<file path="config.mk">
export PLATFORM = sky130hd
export DESIGN_NAME = dnr_notice_core
export DESIGN_NICKNAME = d
export VERILOG_FILES = /design/src/rtl/dnr_pkg.sv /design/src/rtl/dnr_notice_core.sv
export VERILOG_INCLUDE_DIRS = /design/src /design/src/rtl
export SDC_FILE = /design/constraint.sdc
export NUM_CORES = 1
export LEC_CHECK = 0
export CAP_MARGIN = 20
export CORE_MARGIN = 4
export CORE_UTILIZATION = 50
export CTS_CLUSTER_DIAMETER = 200
export DETAILED_ROUTE_END_ITERATION = 10
export DONT_BUFFER_PORTS = 1
export GPL_TIMING_DRIVEN = 0
export PLACE_DENSITY = 0.7
export SYNTH_ARGS = -nofsm -noshare
export SYNTH_HDL_FRONTEND = slang
export SYNTH_SLANG_ARGS = --single-unit
</file>
<file path="constraint.sdc">
create_clock -name ref_clk_i -period 6.4 [get_ports ref_clk_i]
set_input_delay 0.96 -clock ref_clk_i [delete_from_list [all_inputs] [get_ports ref_clk_i]]
set_output_delay 0.96 -clock ref_clk_i [all_outputs]
set_load 0.02 [all_outputs]
</file>
<file path="src/rtl/dnr_defines.svh">
// Offsets, field positions, limits and codes of the device notice block
`ifndef DNR_DEFINES_SVH
`define DNR_DEFINES_SVH

// ----------------------------------------
// Register byte offsets
// ----------------------------------------
`define DNR_OFF_CTRL      8'h00
`define DNR_OFF_IDENT     8'h04
`define DNR_OFF_RSV       8'h08
`define DNR_OFF_STATUS    8'h0C
`define DNR_OFF_ALLOC     8'h10
`define DNR_ALLOC_WORDS   4
`define DNR_ALLOC_MAX     3'h4

// ----------------------------------------
// Control bits
// ----------------------------------------
`define DNR_CTRL_SLEEP_GO 0
`define DNR_CTRL_WAKE_GO  1
`define DNR_CTRL_ATTR     2
`define DNR_CTRL_RESUME   3
`define DNR_CTRL_ALT_EN   4
`define DNR_CTRL_CANCEL   5

// ----------------------------------------
// Notice type codes and layout
// ----------------------------------------
`define DNR_TYPE_SLEEP    8'h84
`define DNR_TYPE_WAKE     8'h85
`define DNR_TYPE_ALIVE    8'h86
`define DNR_LEN_SLEEP     3'h4
`define DNR_LEN_SHORT     3'h3
`define DNR_TRY_LIMIT     2'h3

// ----------------------------------------
// Reservation element constants
// ----------------------------------------
`define DNR_ELEM_ID       8'h09
`define DNR_ELEM_LEN_BASE 8'h04
`define DNR_RSV_TYPE      3'h3
`define DNR_RSV_REASON    3'h0
`define DNR_RSV_STATUS    1'h1
`define DNR_RSV_OWNER     1'h1
`define DNR_RSV_RESERVED  2'h0
`define DNR_ELEM_HDR_LAST 5'h05
`define DNR_ELEM_ALLOC0   5'h06

`endif

</file>
<file path="src/rtl/dnr_pkg.sv">
// Types shared by the device notice block and its users
package dnr_pkg;

	// ----------------------------------------
	// Outgoing notice frame, byte 0 in the low bits
	// ----------------------------------------
	typedef struct packed {
		logic        valid;
		logic [2:0]  len;
		logic [31:0] bytes;
	} dnr_notice_type;

	// ----------------------------------------
	// Reservation element byte stream
	// ----------------------------------------
	typedef struct packed {
		logic       valid;
		logic       last;
		logic [7:0] data;
	} dnr_elem_type;

	typedef enum logic [3:0] {
		DNR_SEL_NONE  = 4'b0001,
		DNR_SEL_WAKE  = 4'b0010,
		DNR_SEL_SLEEP = 4'b0100,
		DNR_SEL_ALIVE = 4'b1000
	} dnr_sel_type;

	typedef enum logic [1:0] {
		DNR_EL_IDLE = 2'b01,
		DNR_EL_SEND = 2'b10
	} dnr_el_state_type;

endpackage

</file>
<file path="src/rtl/dnr_notice_core.sv">
// Device notice scheduler and reservation element composer
//
// Implementation choices: the register offsets and the plain strobed port.
`timescale 1ns/1ps
`include "dnr_defines.svh"

// How it works
// - Sleep notice is held back while a control transfer is unfinished.
// - Sleep notice: two header bytes, sleep type code, then one attribute byte.
// - Attribute bit 0 chooses sleep regardless or stay awake if work; rest zero.
// - At each granted notification slot one pending notice is sent: wake, else sleep, else alive.
// - Sleep resends end on a work element naming us, or after three tries.
// - Host wake notice: two header bytes followed by the wake type code.
// - Host wake resends end once a control message lacks the channel halt element.
// - A keepalive element listing our address starts alive notices.
// - Alive notice: two header bytes followed by the alive type code.
// - Software may substitute another notice type code for the alive code.
// - Keepalive-started alive notices end when our address is no longer listed.
// - Alive after leaving sleep ends after three sends or on endpoint traffic.
// - A reservation element is produced for each beacon requested while no element is being sent.
// - Reservation element byte 0 is the identifier 0x09.
// - Length byte equals four plus four times the allocation block count.
// - Control field: type 011B, priority bits 5:3, stream index bits 8:6.
// - Control field: reason 000B, status 1, owner 1, bits 15:14 zero.
// - Bytes 4 and 5 carry the broadcast cluster identifier.

module dnr_notice_core
(
	input  wire logic                    ref_clk_i,
	input  wire logic                    srst_i,
	input  wire logic [7:0]              reg_addr_i,
	input  wire logic [31:0]             reg_wdata_i,
	input  wire logic                    reg_wr_i,
	input  wire logic                    reg_rd_i,
	output logic [31:0]                  reg_rdata_o,
	input  wire logic                    slot_grant_i,
	input  wire logic                    ctrl_xfer_busy_i,
	input  wire logic                    work_addr_valid_i,
	input  wire logic [7:0]              work_addr_i,
	input  wire logic                    halt_elem_i,
	input  wire logic                    keepalive_addr_valid_i,
	input  wire logic [7:0]              keepalive_addr_i,
	input  wire logic                    mmc_end_i,
	input  wire logic                    fn_ep_txn_i,
	output dnr_pkg::dnr_notice_type      notice_o,
	input  wire logic                    beacon_req_i,
	output dnr_pkg::dnr_elem_type        elem_o
);

	// ----------------------------------------
	// Address decode
	// ----------------------------------------
	function automatic logic addr_hit(input logic [7:0] a, input logic [7:0] off);
		addr_hit = (a == off);
	endfunction

	wire logic wr_ctrl  = reg_wr_i && addr_hit(reg_addr_i, `DNR_OFF_CTRL);
	wire logic wr_ident = reg_wr_i && addr_hit(reg_addr_i, `DNR_OFF_IDENT);
	wire logic wr_rsv   = reg_wr_i && addr_hit(reg_addr_i, `DNR_OFF_RSV);

	wire logic sleep_go  = wr_ctrl && reg_wdata_i[`DNR_CTRL_SLEEP_GO];
	wire logic wake_go   = wr_ctrl && reg_wdata_i[`DNR_CTRL_WAKE_GO];
	wire logic resume_go = wr_ctrl && reg_wdata_i[`DNR_CTRL_RESUME];
	wire logic cancel    = wr_ctrl && reg_wdata_i[`DNR_CTRL_CANCEL];

	// ----------------------------------------
	// Software registers
	// ----------------------------------------
	logic        attr_q;
	logic        alt_en_q;
	logic [7:0]  dev_addr_q;
	logic [7:0]  alt_code_q;
	logic [15:0] header_q;
	logic [2:0]  stream_q;
	logic [2:0]  prio_q;
	logic [2:0]  nblk_q;
	logic [15:0] cluster_q;
	logic [31:0] alloc_q [`DNR_ALLOC_WORDS];

	always_ff @(posedge ref_clk_i)
	begin
		if (srst_i)
		begin
			attr_q   <= 1'h0;
			alt_en_q <= 1'h0;
		end
		else if (wr_ctrl)
		begin
			attr_q   <= reg_wdata_i[`DNR_CTRL_ATTR];
			alt_en_q <= reg_wdata_i[`DNR_CTRL_ALT_EN];
		end
	end

	always_ff @(posedge ref_clk_i)
	begin
		if (srst_i)
		begin
			dev_addr_q <= 8'h00;
			alt_code_q <= 8'h00;
			header_q   <= 16'h0000;
		end
		else if (wr_ident)
		begin
			dev_addr_q <= reg_wdata_i[7:0];
			alt_code_q <= reg_wdata_i[15:8];
			header_q   <= reg_wdata_i[31:16];
		end
	end

	// Counts above the store size are held at the maximum
	wire logic [2:0] nblk_wr = (reg_wdata_i[10:8] > `DNR_ALLOC_MAX) ? `DNR_ALLOC_MAX
		: reg_wdata_i[10:8];

	always_ff @(posedge ref_clk_i)
	begin
		if (srst_i)
		begin
			stream_q  <= 3'h0;
			prio_q    <= 3'h0;
			nblk_q    <= 3'h0;
			cluster_q <= 16'h0000;
		end
		else if (wr_rsv)
		begin
			stream_q  <= reg_wdata_i[2:0];
			prio_q    <= reg_wdata_i[5:3];
			nblk_q    <= nblk_wr;
			cluster_q <= reg_wdata_i[31:16];
		end
	end

	genvar g;
	generate
		for (g = 0; g < `DNR_ALLOC_WORDS; g++)
		begin : g_alloc
			wire logic wr_alloc = reg_wr_i
				&& addr_hit(reg_addr_i, `DNR_OFF_ALLOC + 8'(g * 4));

			always_ff @(posedge ref_clk_i)
			begin
				if (srst_i)
					alloc_q[g] <= 32'h00000000;
				else if (wr_alloc)
					alloc_q[g] <= reg_wdata_i;
			end
		end
	endgenerate

	// ----------------------------------------
	// Host control message tracking
	// ----------------------------------------
	logic      halt_acc_q;
	logic      ka_acc_q;
	wire logic work_hit = work_addr_valid_i && (work_addr_i == dev_addr_q);
	wire logic ka_hit   = keepalive_addr_valid_i && (keepalive_addr_i == dev_addr_q);
	wire logic halt_now = halt_acc_q || halt_elem_i;
	wire logic ka_now   = ka_acc_q || ka_hit;

	// Flags gather one control message and restart at its end
	always_ff @(posedge ref_clk_i)
	begin
		if (srst_i || mmc_end_i)
		begin
			halt_acc_q <= 1'h0;
			ka_acc_q   <= 1'h0;
		end
		else
		begin
			halt_acc_q <= halt_now;
			ka_acc_q   <= ka_now;
		end
	end

	// ----------------------------------------
	// Slot arbitration
	// ----------------------------------------
	logic       sleep_pend_q;
	logic [1:0] sleep_try_q;
	logic       wake_pend_q;
	logic       ka_mode_q;
	logic       res_mode_q;
	logic [1:0] res_try_q;

	wire logic sleep_ok   = sleep_pend_q && !ctrl_xfer_busy_i;
	wire logic alive_pend = ka_mode_q || res_mode_q;

	// Wake outranks sleep so a wake attempt is never starved by sleep retries
	dnr_pkg::dnr_sel_type sel;

	assign sel = !slot_grant_i ? dnr_pkg::DNR_SEL_NONE
		: wake_pend_q ? dnr_pkg::DNR_SEL_WAKE
		: sleep_ok ? dnr_pkg::DNR_SEL_SLEEP
		: alive_pend ? dnr_pkg::DNR_SEL_ALIVE
		: dnr_pkg::DNR_SEL_NONE;

	wire logic sent_sleep = (sel == dnr_pkg::DNR_SEL_SLEEP);
	wire logic sent_alive = (sel == dnr_pkg::DNR_SEL_ALIVE);

	// ----------------------------------------
	// Sleep notice state
	// ----------------------------------------
	wire logic sleep_last = sent_sleep && (sleep_try_q == `DNR_TRY_LIMIT - 2'h1);

	// A fresh request wins over a cancel, a work hit or the last try in the same cycle; reset wins over it
	always_ff @(posedge ref_clk_i)
	begin
		if (sleep_go && !srst_i)
		begin
			sleep_pend_q <= 1'h1;
			sleep_try_q  <= 2'h0;
		end
		else if (srst_i || cancel || work_hit || sleep_last)
		begin
			sleep_pend_q <= 1'h0;
			sleep_try_q  <= 2'h0;
		end
		else if (sent_sleep)
			sleep_try_q <= sleep_try_q + 2'h1;
	end

	// ----------------------------------------
	// Host wake notice state
	// ----------------------------------------
	always_ff @(posedge ref_clk_i)
	begin
		if (srst_i)
			wake_pend_q <= 1'h0;
		else if (wake_go)
			wake_pend_q <= 1'h1;
		else if (cancel || (mmc_end_i && !halt_now))
			wake_pend_q <= 1'h0;
	end

	// ----------------------------------------
	// Alive notice state
	// ----------------------------------------
	always_ff @(posedge ref_clk_i)
	begin
		if (srst_i || cancel)
			ka_mode_q <= 1'h0;
		else if (mmc_end_i)
			ka_mode_q <= ka_now;
	end

	wire logic res_last = sent_alive && res_mode_q
		&& (res_try_q == `DNR_TRY_LIMIT - 2'h1);

	always_ff @(posedge ref_clk_i)
	begin
		if (resume_go && !srst_i)
		begin
			res_mode_q <= 1'h1;
			res_try_q  <= 2'h0;
		end
		else if (srst_i || cancel || fn_ep_txn_i || res_last)
		begin
			res_mode_q <= 1'h0;
			res_try_q  <= 2'h0;
		end
		else if (sent_alive && res_mode_q)
			res_try_q <= res_try_q + 2'h1;
	end

	// ----------------------------------------
	// Notice frame build
	// ----------------------------------------
	wire logic [7:0] alive_code = alt_en_q ? alt_code_q : `DNR_TYPE_ALIVE;
	wire logic [7:0] attr_byte  = {7'h00, attr_q};
	dnr_pkg::dnr_notice_type notice_d;
	dnr_pkg::dnr_notice_type notice_q;

	always_comb
	begin
		notice_d       = '0;
		notice_d.bytes = {8'h00, 8'h00, header_q};
		case (sel)
			dnr_pkg::DNR_SEL_WAKE:
			begin
				notice_d.valid        = 1'h1;
				notice_d.len          = `DNR_LEN_SHORT;
				notice_d.bytes[23:16] = `DNR_TYPE_WAKE;
			end
			dnr_pkg::DNR_SEL_SLEEP:
			begin
				notice_d.valid        = 1'h1;
				notice_d.len          = `DNR_LEN_SLEEP;
				notice_d.bytes[23:16] = `DNR_TYPE_SLEEP;
				notice_d.bytes[31:24] = attr_byte;
			end
			dnr_pkg::DNR_SEL_ALIVE:
			begin
				notice_d.valid        = 1'h1;
				notice_d.len          = `DNR_LEN_SHORT;
				notice_d.bytes[23:16] = alive_code;
			end
			default:
				notice_d.valid = 1'h0;
		endcase
	end

	always_ff @(posedge ref_clk_i)
		notice_q <= srst_i ? '0 : notice_d;

	assign notice_o = notice_q;

	// ----------------------------------------
	// Reservation element stream
	// ----------------------------------------
	dnr_pkg::dnr_el_state_type el_state_q;
	logic [4:0]                el_idx_q;

	wire logic [15:0] rsv_ctrl = {`DNR_RSV_RESERVED, `DNR_RSV_OWNER, `DNR_RSV_STATUS,
		`DNR_RSV_REASON, stream_q, prio_q, `DNR_RSV_TYPE};
	wire logic [7:0]  elem_len = `DNR_ELEM_LEN_BASE + {3'h0, nblk_q, 2'h0};
	wire logic [4:0]  last_idx = `DNR_ELEM_HDR_LAST + {nblk_q, 2'h0};
	wire logic [4:0]  alloc_off = el_idx_q - `DNR_ELEM_ALLOC0;
	wire logic [7:0] alloc_byte = alloc_q[alloc_off[3:2]][8 * alloc_off[1:0] +: 8];
	wire logic [7:0]  el_byte = (el_idx_q == 5'h00) ? `DNR_ELEM_ID
		: (el_idx_q == 5'h01) ? elem_len
		: (el_idx_q == 5'h02) ? rsv_ctrl[7:0]
		: (el_idx_q == 5'h03) ? rsv_ctrl[15:8]
		: (el_idx_q == 5'h04) ? cluster_q[7:0]
		: (el_idx_q == 5'h05) ? cluster_q[15:8]
		: alloc_byte;
	dnr_pkg::dnr_elem_type elem_q;

	// One element per beacon; a request during a stream is ignored
	always_ff @(posedge ref_clk_i)
	begin
		if (srst_i)
		begin
			el_state_q <= dnr_pkg::DNR_EL_IDLE;
			el_idx_q   <= 5'h00;
			elem_q     <= '0;
		end
		else
		begin
			case (el_state_q)
				dnr_pkg::DNR_EL_IDLE:
				begin
					elem_q <= '0;
					if (beacon_req_i)
					begin
						el_state_q <= dnr_pkg::DNR_EL_SEND;
						el_idx_q   <= 5'h00;
					end
				end
				dnr_pkg::DNR_EL_SEND:
				begin
					elem_q.valid <= 1'h1;
					elem_q.data  <= el_byte;
					elem_q.last  <= (el_idx_q == last_idx);
					el_idx_q     <= el_idx_q + 5'h01;
					if (el_idx_q == last_idx)
						el_state_q <= dnr_pkg::DNR_EL_IDLE;
				end
				default:
					el_state_q <= dnr_pkg::DNR_EL_IDLE;
			endcase
		end
	end

	assign elem_o = elem_q;

	// ----------------------------------------
	// Register read
	// ----------------------------------------
	logic [31:0]      rd_mux;
	logic [31:0]      rdata_q;
	wire logic [31:0] status_word = {23'h000000, el_state_q == dnr_pkg::DNR_EL_SEND, res_try_q,
		sleep_try_q, res_mode_q, ka_mode_q, wake_pend_q, sleep_pend_q};

	always_comb
	begin
		rd_mux = 32'h00000000;
		if (addr_hit(reg_addr_i, `DNR_OFF_CTRL))
			rd_mux = {27'h0000000, alt_en_q, 1'h0, attr_q, 2'h0};
		else if (addr_hit(reg_addr_i, `DNR_OFF_IDENT))
			rd_mux = {header_q, alt_code_q, dev_addr_q};
		else if (addr_hit(reg_addr_i, `DNR_OFF_RSV))
			rd_mux = {cluster_q, 5'h00, nblk_q, 2'h0, prio_q, stream_q};
		else if (addr_hit(reg_addr_i, `DNR_OFF_STATUS))
			rd_mux = status_word;
		else if (reg_addr_i[7:4] == 4'h1 && reg_addr_i[1:0] == 2'h0)
			rd_mux = alloc_q[reg_addr_i[3:2]];
	end

	// Read data stand for one cycle only, zero otherwise
	always_ff @(posedge ref_clk_i)
		rdata_q <= (reg_rd_i && !srst_i) ? rd_mux : 32'h00000000;

	assign reg_rdata_o = rdata_q;

endmodule // dnr_notice_core

</file>
==> impl_metrics.csv, run 1 <==
group,metric,value,unit
status,outcome,"completed",
grt,track_usage,29.7,%
timing,hold_violations,0,
clocking,cts_buffers,29,
critical_path,required,6580,ps
routing,ant_nets,0,
critical_path,path_max_fanout,32,
timing,relSlewSlack,29.2,%
clocking,clk_latency,570,ps
power,leakagePower,5.08,nW
timing,min_period,3400,ps
clocking,cts_tree,"done",
critical_path,crit_path_end_kind,"flop",
critical_path,worstSetupPathType,"input port to flop",
synth,synthArstFlopShare,0,%
clocking,post_cts_resize_count,0,
timing,tns,0,ps
routing,drtIter0Drc,1416,
routing,drc,0,
power,vdd_drop_max,219,uV
routing,drt-pass1-iter-count,6,
placed_design,dpl.hpwl,32.4,mm
timing,fin_worst_skew,10.9,ps
placed_design,gp_congestion,0.992,
clocking,cts_buffer_depth,3,
finish,utilization,56.8,%
synth,synth-edff-count,128,
finish,area.growth.synth_to_final,11.5,%
timing,fmax,294,MHz
synth,synth.top_cell.area_share,29.9,%
routing,wl,43.5,mm
finish,drive_gt1_share,8.99,%
grt,grt_max_degree,33,
synth,ys_types,63,
critical_path,arrival,3570,ps
die,rows,58,
synth,synthCells,1285,
timing,worstMarginPinSlew,1060,ps
synth,syn_area_per_cell,10.0,um^2
synth,ys_top_cells_by_count,"nand2_1 (259), dfxtp_1 (146), and2_1 (136)",
timing,drv_slew,0,
die,die-area,28400,um^2
routing,via_per_inst,6.26,
synth,synth.area.top_cells,"edfxtp_1 (30%), dfxtp_1 (23%), nand2_1 (7.6%)",
clocking,cts_sinks,274,
clocking,h-tree-depth,1,
finish,multi_input_area,5650,um^2
clocking,hold_buffers,0,
routing,vias,10491,
finish,diodes,0,
synth,synthMostInstantiatedCell,"nand2_1",
finish,register_area,6770,um^2
die,coreArea,25300,um^2
grt,antenna_found_initial,0,
finish,finalNetCount,1401,
timing,setup_violations,0,
synth,ys.flop_type,"dfxtp_1",
grt,grt_overflow,0,
worst_hold_path,min-delay-path-class,"flop to flop",
synth,synth_area,12900,um^2
routing,wl_per_cell,25.9,um
die,dieWidth,168,um
die,ios,146,
clocking,postCtsSetupBuffers,0,
placed_design,port_buffers,0,
clocking,clkTransAtPathRegs,60,ps
critical_path,cp-start-kind,"input port",
timing,layout_worst_path_cycle_share,53.1,%
flow_run,drv_cap,0,
clocking,root_buffer,"clkbuf_16",
synth,yosys_register_bits,274,
timing,rsz0062_at_grt,"no",
grt,grt_pass1_vias,9846,
die,die_h,168,um
die,start_util,51.0,%
synth,ys_warn_count,0,
synth,yosysSeqAreaShare,52.6,%
finish,fill_cells,2225,
synth,yosys.area.top_type,"edfxtp_1",
grt,grt_pass1_wl,63.6,mm
power,p_per_area,274,nW/um^2
registers in the layout (all words and copies together) (netlist names), 2 cells and up:
signal	count
alloc_q	128
res_try_q	2
header_q	16
cluster_q	16
el_state_q	2
dev_addr_q	8
notice_o	28
stream_q	3
sleep_try_q	2
reg_rdata_o	32
nblk_q	3
alt_code_q	8
el_idx_q	5
prio_q	3
elem_o	10
path summary, 6_finish.rpt:
check / startpoint / end / slack [ps] / depth (start not counted)
max: srst_i / alloc_q[1][23] / 3000 / 4
min: header_q[7] / reg_rdata_o[23] / 460 / 2
max reg2reg: el_idx_q[1] / elem_o[1] / 3280 / 10
min reg2reg: header_q[7] / reg_rdata_o[23] / 460 / 2
cell usage in the layout (no fill, tap or decap), types with 9 or more instances in the layout:
| master | n |
|---|---|
| and3_1 | 14 |
| a22oi_1 | 25 |
| nand3_1 | 40 |
| nand2_1 | 259 |
| nand4_1 | 17 |
| buf_2 | 15 |
| clkbuf_16 | 31 |
| nor2b_1 | 22 |
| inv_1 | 12 |
| nor3_1 | 12 |
| a21oi_1 | 102 |
| mux4_2 | 33 |
| o21ai_0 | 18 |
| ha_1 | 10 |
| nor2_1 | 58 |
| clkbuf_1 | 71 |
| dfxtp_1 | 146 |
| buf_1 | 9 |
| a31oi_1 | 16 |
| mux2i_1 | 10 |
| and2_1 | 136 |
| edfxtp_1 | 128 |
| xor2_1 | 16 |
| buf_4 | 13 |
final cells by class:
| type | count | area share [%] |
|---|---|---|
| inverters | 12 | 0.314 |
| plain buffers | 100 | 3.06 |
| clock buffers | 41 | 5.82 |
| multi-input cells | 905 | 39.3 |
| well taps | 330 | 2.88 |
| clock inverters | 13 | 1.38 |
| flip-flops and latches | 274 | 47.2 |
| repair buffers | 1 | 0.0523 |
metrics by stage:
| stage | power, W | std cells | worst slack (ps) | cell area [um^2] | hold WS [ps] |
|---|---|---|---|---|---|
| 2_1_floorplan | 0.00207 | 1291 | 3380 | 12900 | 440 |
| 4_1_cts | 0.00393 | 1676 | 3040 | 14300 | 461 |
| 3_3_place_gp | 0.00214 | 1621 | 2410 | 13300 | 452 |
| 6_report | 0.00393 | 1676 | 3000 | 14300 | 464 |
| 3_5_place_dp | 0.00215 | 1622 | 2460 | 13300 | 455 |
| 5_1_grt | 0.00402 | 1676 | 2930 | 14300 | 467 |
logic make-up after synthesis:
| group | after synthesis | synth area share (%) |
|---|---|---|
| xor+xnor | 24 | 1.84 |
| other cells | 1 | 0.0291 |
| simple gates | 586 | 22.0 |
| fa+ha+maj | 10 | 0.972 |
| buf+inv | 112 | 3.76 |
| flops | 274 | 52.6 |
| mux | 47 | 7.16 |
| compound gates | 231 | 11.6 |
power by group:
group | leakage, nW | total (W) | switching (W) | internal [W]
Combinational | 2.18 | 0.000206 | 0.000134 | 0.0000723
Sequential | 2.39 | 0.00191 | 0.0000318 | 0.00188
Clock | 0.510 | 0.00182 | 0.000707 | 0.00111
layer usage:
layer | wire (um) | GRT usage, %
met5 | 0 | 0
met3 | 4970 | 4.76
met2 | 19500 | 46.9
met4 | 1980 | 11.0
met1 | 17000 | 41.9
critical path, stage by stage:
cell and delay (ps):
clkbuf_1 450, clkbuf_1 530, clkbuf_1 680, a31o_2 910
(Power assumes the default switching activity.)
==> run 2: changes to the inputs <==
--- a/config.mk
+++ b/config.mk
@@ -13,7 +13,7 @@
 export DETAILED_ROUTE_END_ITERATION = 10
 export DONT_BUFFER_PORTS = 1
 export GPL_TIMING_DRIVEN = 0
-export PLACE_DENSITY = 0.7
+export PLACE_DENSITY = 0.73
 export SYNTH_ARGS = -nofsm -noshare
 export SYNTH_HDL_FRONTEND = slang
 export SYNTH_SLANG_ARGS = --single-unit
==> constraint.sdc (replaced) <==
create_clock -name ref_clk_i -period 3.1 [get_ports ref_clk_i]
set_input_delay 0.465 -clock ref_clk_i [delete_from_list [all_inputs] [get_ports ref_clk_i]]
set_output_delay 0.465 -clock ref_clk_i [all_outputs]
set_load 0.02 [all_outputs]
==> run 2 against run 1 <==
  * Sequential cell count unchanged
  * Wire length decreased by 1.6%
  * Non-clock buffer count did not move
  * Global-route usage is 0.28 points lower
  * Utilization down 0.13 points
  * Final area decreased by 0.24%
  * Combinational power is 110% higher
  * Die area did not move
  * Clock power up 97%
  * Clock skew up 3.7 ps
  * Critical endpoint is now elem_o[1]
  * Largest power group unchanged
==> impl_metrics.csv, run 2 (synthesis gave the netlist of run 1 again) <==
group,metric,value,unit
finish,drive_gt1_share,9.29,%
timing,layout_worst_path_cycle_share,94.2,%
clocking,cts_buffer_depth,3,
grt,track_usage,29.5,%
power,leakagePower,5.07,nW
critical_path,required,3560,ps
critical_path,cp_slowest_cell,"dfxtp_1",
timing,fmax,343,MHz
finish,largest_reg_flops,128,
clocking,clkTransAtPathRegs,70,ps
clocking,cts_sinks,274,
critical_path,arrival,3380,ps
critical_path,crit_path_end_kind,"flop",
timing,hold_ws,32.0,ps
routing,vias,10399,
critical_path,critPathTopFamily,"compound AO/OA/AOI/OAI gates",
worst_hold_path,min-delay-path-class,"input port to flop",
timing,drv_slew,0,
power,p_per_area,555,nW/um^2
routing,drtIter0Drc,1463,
grt,grt_max_degree,33,
die,die-area,28400,um^2
die,dieWidth,168,um
placed_design,gp_congestion,1.02,
clocking,cts_tree,"done",
placed_design,dpl.hpwl,31.9,mm
critical_path,max_stage_delay,430,ps
finish,largest_register,"alloc_q",
clocking,h-tree-depth,1,
critical_path,path_max_fanout,10,
critical_path,path_cells,"buf_2, inv_1, ha_1, clkbuf_1, nor2_1, o21ai_1, a31oi_1, nand4_1, a22o_1, a221oi_1",
grt,grt_overflow,0,
grt,grt_pass1_wl,63.4,mm
routing,via_per_inst,6.20,
finish,utilization,56.7,%
timing,hold_violations,0,
critical_path,cp-start-kind,"flop",
routing,drc,0,
placed_design,port_buffers,0,
routing,drt-pass1-iter-count,8,
finish,diodes,0,
flow_run,drv_cap,0,
die,die_h,168,um
routing,wl_per_cell,25.5,um
critical_path,worstSetupPathType,"flop to flop",
grt,grt_pass1_vias,10146,
die,rows,58,
timing,setup_violations,0,
power,vdd_drop_max,424,uV
finish,area.growth.synth_to_final,11.2,%
finish,finalNetCount,1401,
routing,ant_nets,0,
timing,rsz0062_at_grt,"no",
timing,min_period,2920,ps
grt,antenna_found_initial,2,
timing,worstMarginPinSlew,1160,ps
die,coreArea,25300,um^2
die,start_util,51.0,%
status,outcome,"completed",
clocking,cts_buffers,29,
finish,mostFrequentLayoutCell,"nand2_1",
timing,fin_worst_skew,14.6,ps
die,ios,146,
critical_path,crit_buf_inv,3,
timing,relSlewSlack,21.9,%
routing,wl,42.8,mm
finish,final_cell_mix,"nand2_1 (259), dfxtp_1 (146), and2_1 (136), edfxtp_1 (128), a21oi_1 (102)",
clocking,clk_latency,560,ps
clocking,root_buffer,"clkbuf_16",
## run 2: final timing paths
kind | start | to | slack (ps) | cells past startpoint
worst max-delay path | el_idx_q[1] | elem_o[1] | 180 | 10
worst min-delay path | reg_wdata_i[3] | res_mode_q | 30 | 1
worst max register to register | el_idx_q[1] | elem_o[1] | 180 | 10
worst min register to register | header_q[14] | reg_rdata_o[30] | 460 | 2
## run 2: what timing repair did
action,in CTS,in global routing
buffers inserted,0,0
setup endpoints to repair,0,1
hold buffers,1,0
endpoints found under the hold margin,2,0
gates resized for setup,0,1
## run 2: where the power goes
part,leakage (nW),switching [W],internal [W]
clock,0.499,0.00146,0.00211
sequential,2.39,0.0000641,0.00388
combinational,2.18,0.000278,0.000150
total,5.07,0.00181,0.00614
## run 2: worst register-to-register path, delay by kind of cell, from the launching register on
kind            cells  cell delay [ps]
flops               1              430
compound gates      4             1060
buf+inv             3              660
simple gates        2              410
fa+ha+maj           1              250
## run 2: final cells by class
class / count / area [um^2]
Buffer: 100 / 439
Clock buffer: 45 / 915
Clock inverter: 9 / 81.3
Fill cell: 2202 / 10900
Inverter: 12 / 45.0
Multi-Input combinational cell: 905 / 5650
Sequential cell: 274 / 6770
Tap cell: 330 / 413
Timing Repair Buffer: 1 / 10.0
## run 2: layer usage
layer	global-route usage (%)	share of wire [%]	vias up
met5	0	0.0023	-
met4	11.6	4.3	2
met3	7.45	13	134
met2	46.6	46	665
met1	39.2	37	4979
li1	-	-	4619
## run 2: through the flow
stage	setup TNS, ps	instance area, um^2	worst slack, ps	total power, W	instances
6_report	0	14300	181	0.00795	1676
5_1_grt	0	14300	17.5	0.00811	1676
4_1_cts	0	14300	98.7	0.00793	1676
3_5_place_dp	-25610	13300	-275	0.00443	1621
3_3_place_gp	-32830	13300	-287	0.00442	1621
2_1_floorplan	0	12900	579	0.00427	1291
==> run 3: changes to the inputs <==
--- a/config.mk
+++ b/config.mk
@@ -7,12 +7,11 @@
 export NUM_CORES = 1
 export LEC_CHECK = 0
 export CAP_MARGIN = 20
-export CORE_MARGIN = 4
+export CORE_MARGIN = 2
 export CORE_UTILIZATION = 50
 export CTS_CLUSTER_DIAMETER = 200
 export DETAILED_ROUTE_END_ITERATION = 10
 export DONT_BUFFER_PORTS = 1
-export GPL_TIMING_DRIVEN = 0
 export PLACE_DENSITY = 0.73
 export SYNTH_ARGS = -nofsm -noshare
 export SYNTH_HDL_FRONTEND = slang
==> run 3 against run 2 <==
  * Clock power shrank 3%
  * Count of clock-buffer cells in the layout is 10 lower
  * Global-route usage shrank 0.57 points
  * Final area down 0.84%
  * Wire length fell by 8.8%
  * Utilization shrank 0.48 points
  * Clock skew shrank 3.6 ps
  * Sequential power is essentially flat
  * Fmax rose by 3.9%
  * Largest power group unchanged
==> impl_metrics.csv, run 3 (synthesis gave the netlist of run 1 again) <==
group,metric,value,unit
status,outcome,"completed",
timing,tns,0,ps
timing,fmax,356,MHz
clocking,cts_sinks,274,
finish,largest_register,"alloc_q",
timing,setup_violations,0,
critical_path,crit_path_end_kind,"flop",
finish,register_area,6770,um^2
clocking,root_buffer,"clkbuf_16",
routing,wl,39.0,mm
timing,fin_worst_skew,11.0,ps
routing,drtIter0Drc,1091,
finish,multi_input_area,5670,um^2
timing,min_period,2810,ps
critical_path,required,3550,ps
routing,wl_per_cell,24.2,um
placed_design,placed_area,13200,um^2
timing,rsz0062_at_grt,"no",
finish,final_cell_mix,"nand2_1 (259), dfxtp_1 (146), and2_1 (136), edfxtp_1 (128), a21oi_1 (102)",
critical_path,max_stage_delay,680,ps
critical_path,path_max_fanout,16,
grt,grt_overflow,0,
timing,layout_worst_path_cycle_share,90.7,%
timing,worstMarginPinSlew,1030,ps
routing,vias,9905,
die,coreArea,25300,um^2
timing,hold_violations,0,
grt,grt_pass1_vias,9406,
critical_path,path_cells,"inv_1, ha_1, nor2_1, o21ai_0, a31oi_1, nand4_1, a22o_1, a221oi_1",
timing,post-route-worst-setup-slack,290,ps
placed_design,pre_cts_slack,416,ps
clocking,h-tree-depth,1,
timing,relSlewSlack,30.9,%
routing,ant_nets,0,
critical_path,critPathTopFamily,"compound AO/OA/AOI/OAI gates",
die,start_util,51.0,%
finish,mostFrequentLayoutCell,"nand2_1",
die,die-area,27000,um^2
die,ios,146,
critical_path,arrival,3260,ps
clocking,clk_latency,540,ps
grt,antenna_found_initial,1,
timing,drv_slew,0,
power,leakagePower,5.04,nW
clocking,clkTransAtPathRegs,60,ps
die,rows,58,
critical_path,cp_slowest_cell,"dfxtp_1",
clocking,cts_tree,"done",
finish,area.growth.synth_to_final,10.3,%
finish,drive_gt1_share,10.0,%
finish,diodes,0,
finish,utilization,56.2,%
placed_design,port_buffers,0,
power,p_per_area,548,nW/um^2
critical_path,worstSetupPathType,"flop to flop",
worst_hold_path,min-delay-path-class,"input port to flop",
routing,drt-pass1-iter-count,6,
grt,grt_max_degree,87,
clocking,cts_buffers,28,
grt,grt_pass1_wl,58.7,mm
critical_path,crit_buf_inv,1,
finish,largest_reg_flops,128,
placed_design,gp_congestion,0.985,
placed_design,dpl.hpwl,27.5,mm
die,dieWidth,164,um
clocking,postCtsSetupBuffers,0,
grt,track_usage,28.9,%
power,vdd_drop_max,443,uV
finish,fill_cells,2173,
routing,via_per_inst,6.15,
critical_path,cp-start-kind,"flop",
routing,drc,0,
finish,stdcell_area,14200,um^2
flow_run,drv_cap,0,
die,die_h,164,um
clocking,cts_buffer_depth,3,
finish,finalNetCount,1336,
## run 3: worst register-to-register path, stage by stage, from the launching register on
cell,delay [ps]
dfxtp_1,680
inv_1,310
ha_1,440
nor2_1,250
o21ai_0,260
a31oi_1,220
nand4_1,130
a22o_1,190
a221oi_1,240
## run 3: path summary, 6_finish.rpt
| path | start | end | slack (ps) | cells after the start |
|---|---|---|---|---|
| min reg2reg | header_q[1] | reg_rdata_o[17] | 460 | 2 |
| min | reg_wdata_i[12] | alt_code_q[4] | 50 | 2 |
| max reg2reg | el_idx_q[0] | elem_o[1] | 290 | 8 |
| max | el_idx_q[0] | elem_o[1] | 290 | 8 |
## run 3: power by group
| group | switching (W) | leakage [nW] | internal, W |
|---|---|---|---|
| combinational | 0.000203 | 2.16 | 0.000144 |
| clock | 0.00141 | 0.481 | 0.00207 |
| sequential | 0.0000708 | 2.39 | 0.00388 |
| total | 0.00168 | 5.04 | 0.00609 |
## run 3: per-stage QoR
step,total power [W],instances,hold slack (ps)
floorplan,0.00427,1291,440
global placement,0.00435,1554,448
detailed placement,0.00435,1554,454
CTS,0.00781,1610,1.37
global route,0.00798,1610,11.1
finish,0.00778,1610,52.9
## run 3: cell type report
class | count | share of cell area, %
clock inverter | 17 | 0.987
inverter | 12 | 0.317
tap | 330 | 2.91
sequential | 274 | 47.7
clock buffer | 35 | 5.88
timing repair buffer | 37 | 2.29
multi-input combinational | 905 | 39.9
## run 3: what timing repair did
item | CTS | global route
endpoints found under the setup margin | 0 | 0
gates resized for setup | 0 | 0
hold endpoints to repair | 26 | 0
hold buffers | 4 | 0
## run 3: routing by layer
| metal | vias to the layer above | wire (um) | GRT usage [%] |
|---|---|---|---|
| met2 | 546 | 17800 | 45.2 |
| li1 | 4490 | - | - |
| met4 | 0 | 1010 | 7.75 |
| met3 | 68 | 4250 | 6.98 |
| met1 | 4801 | 15900 | 40.4 |
| met5 | - | 0 | 0 |
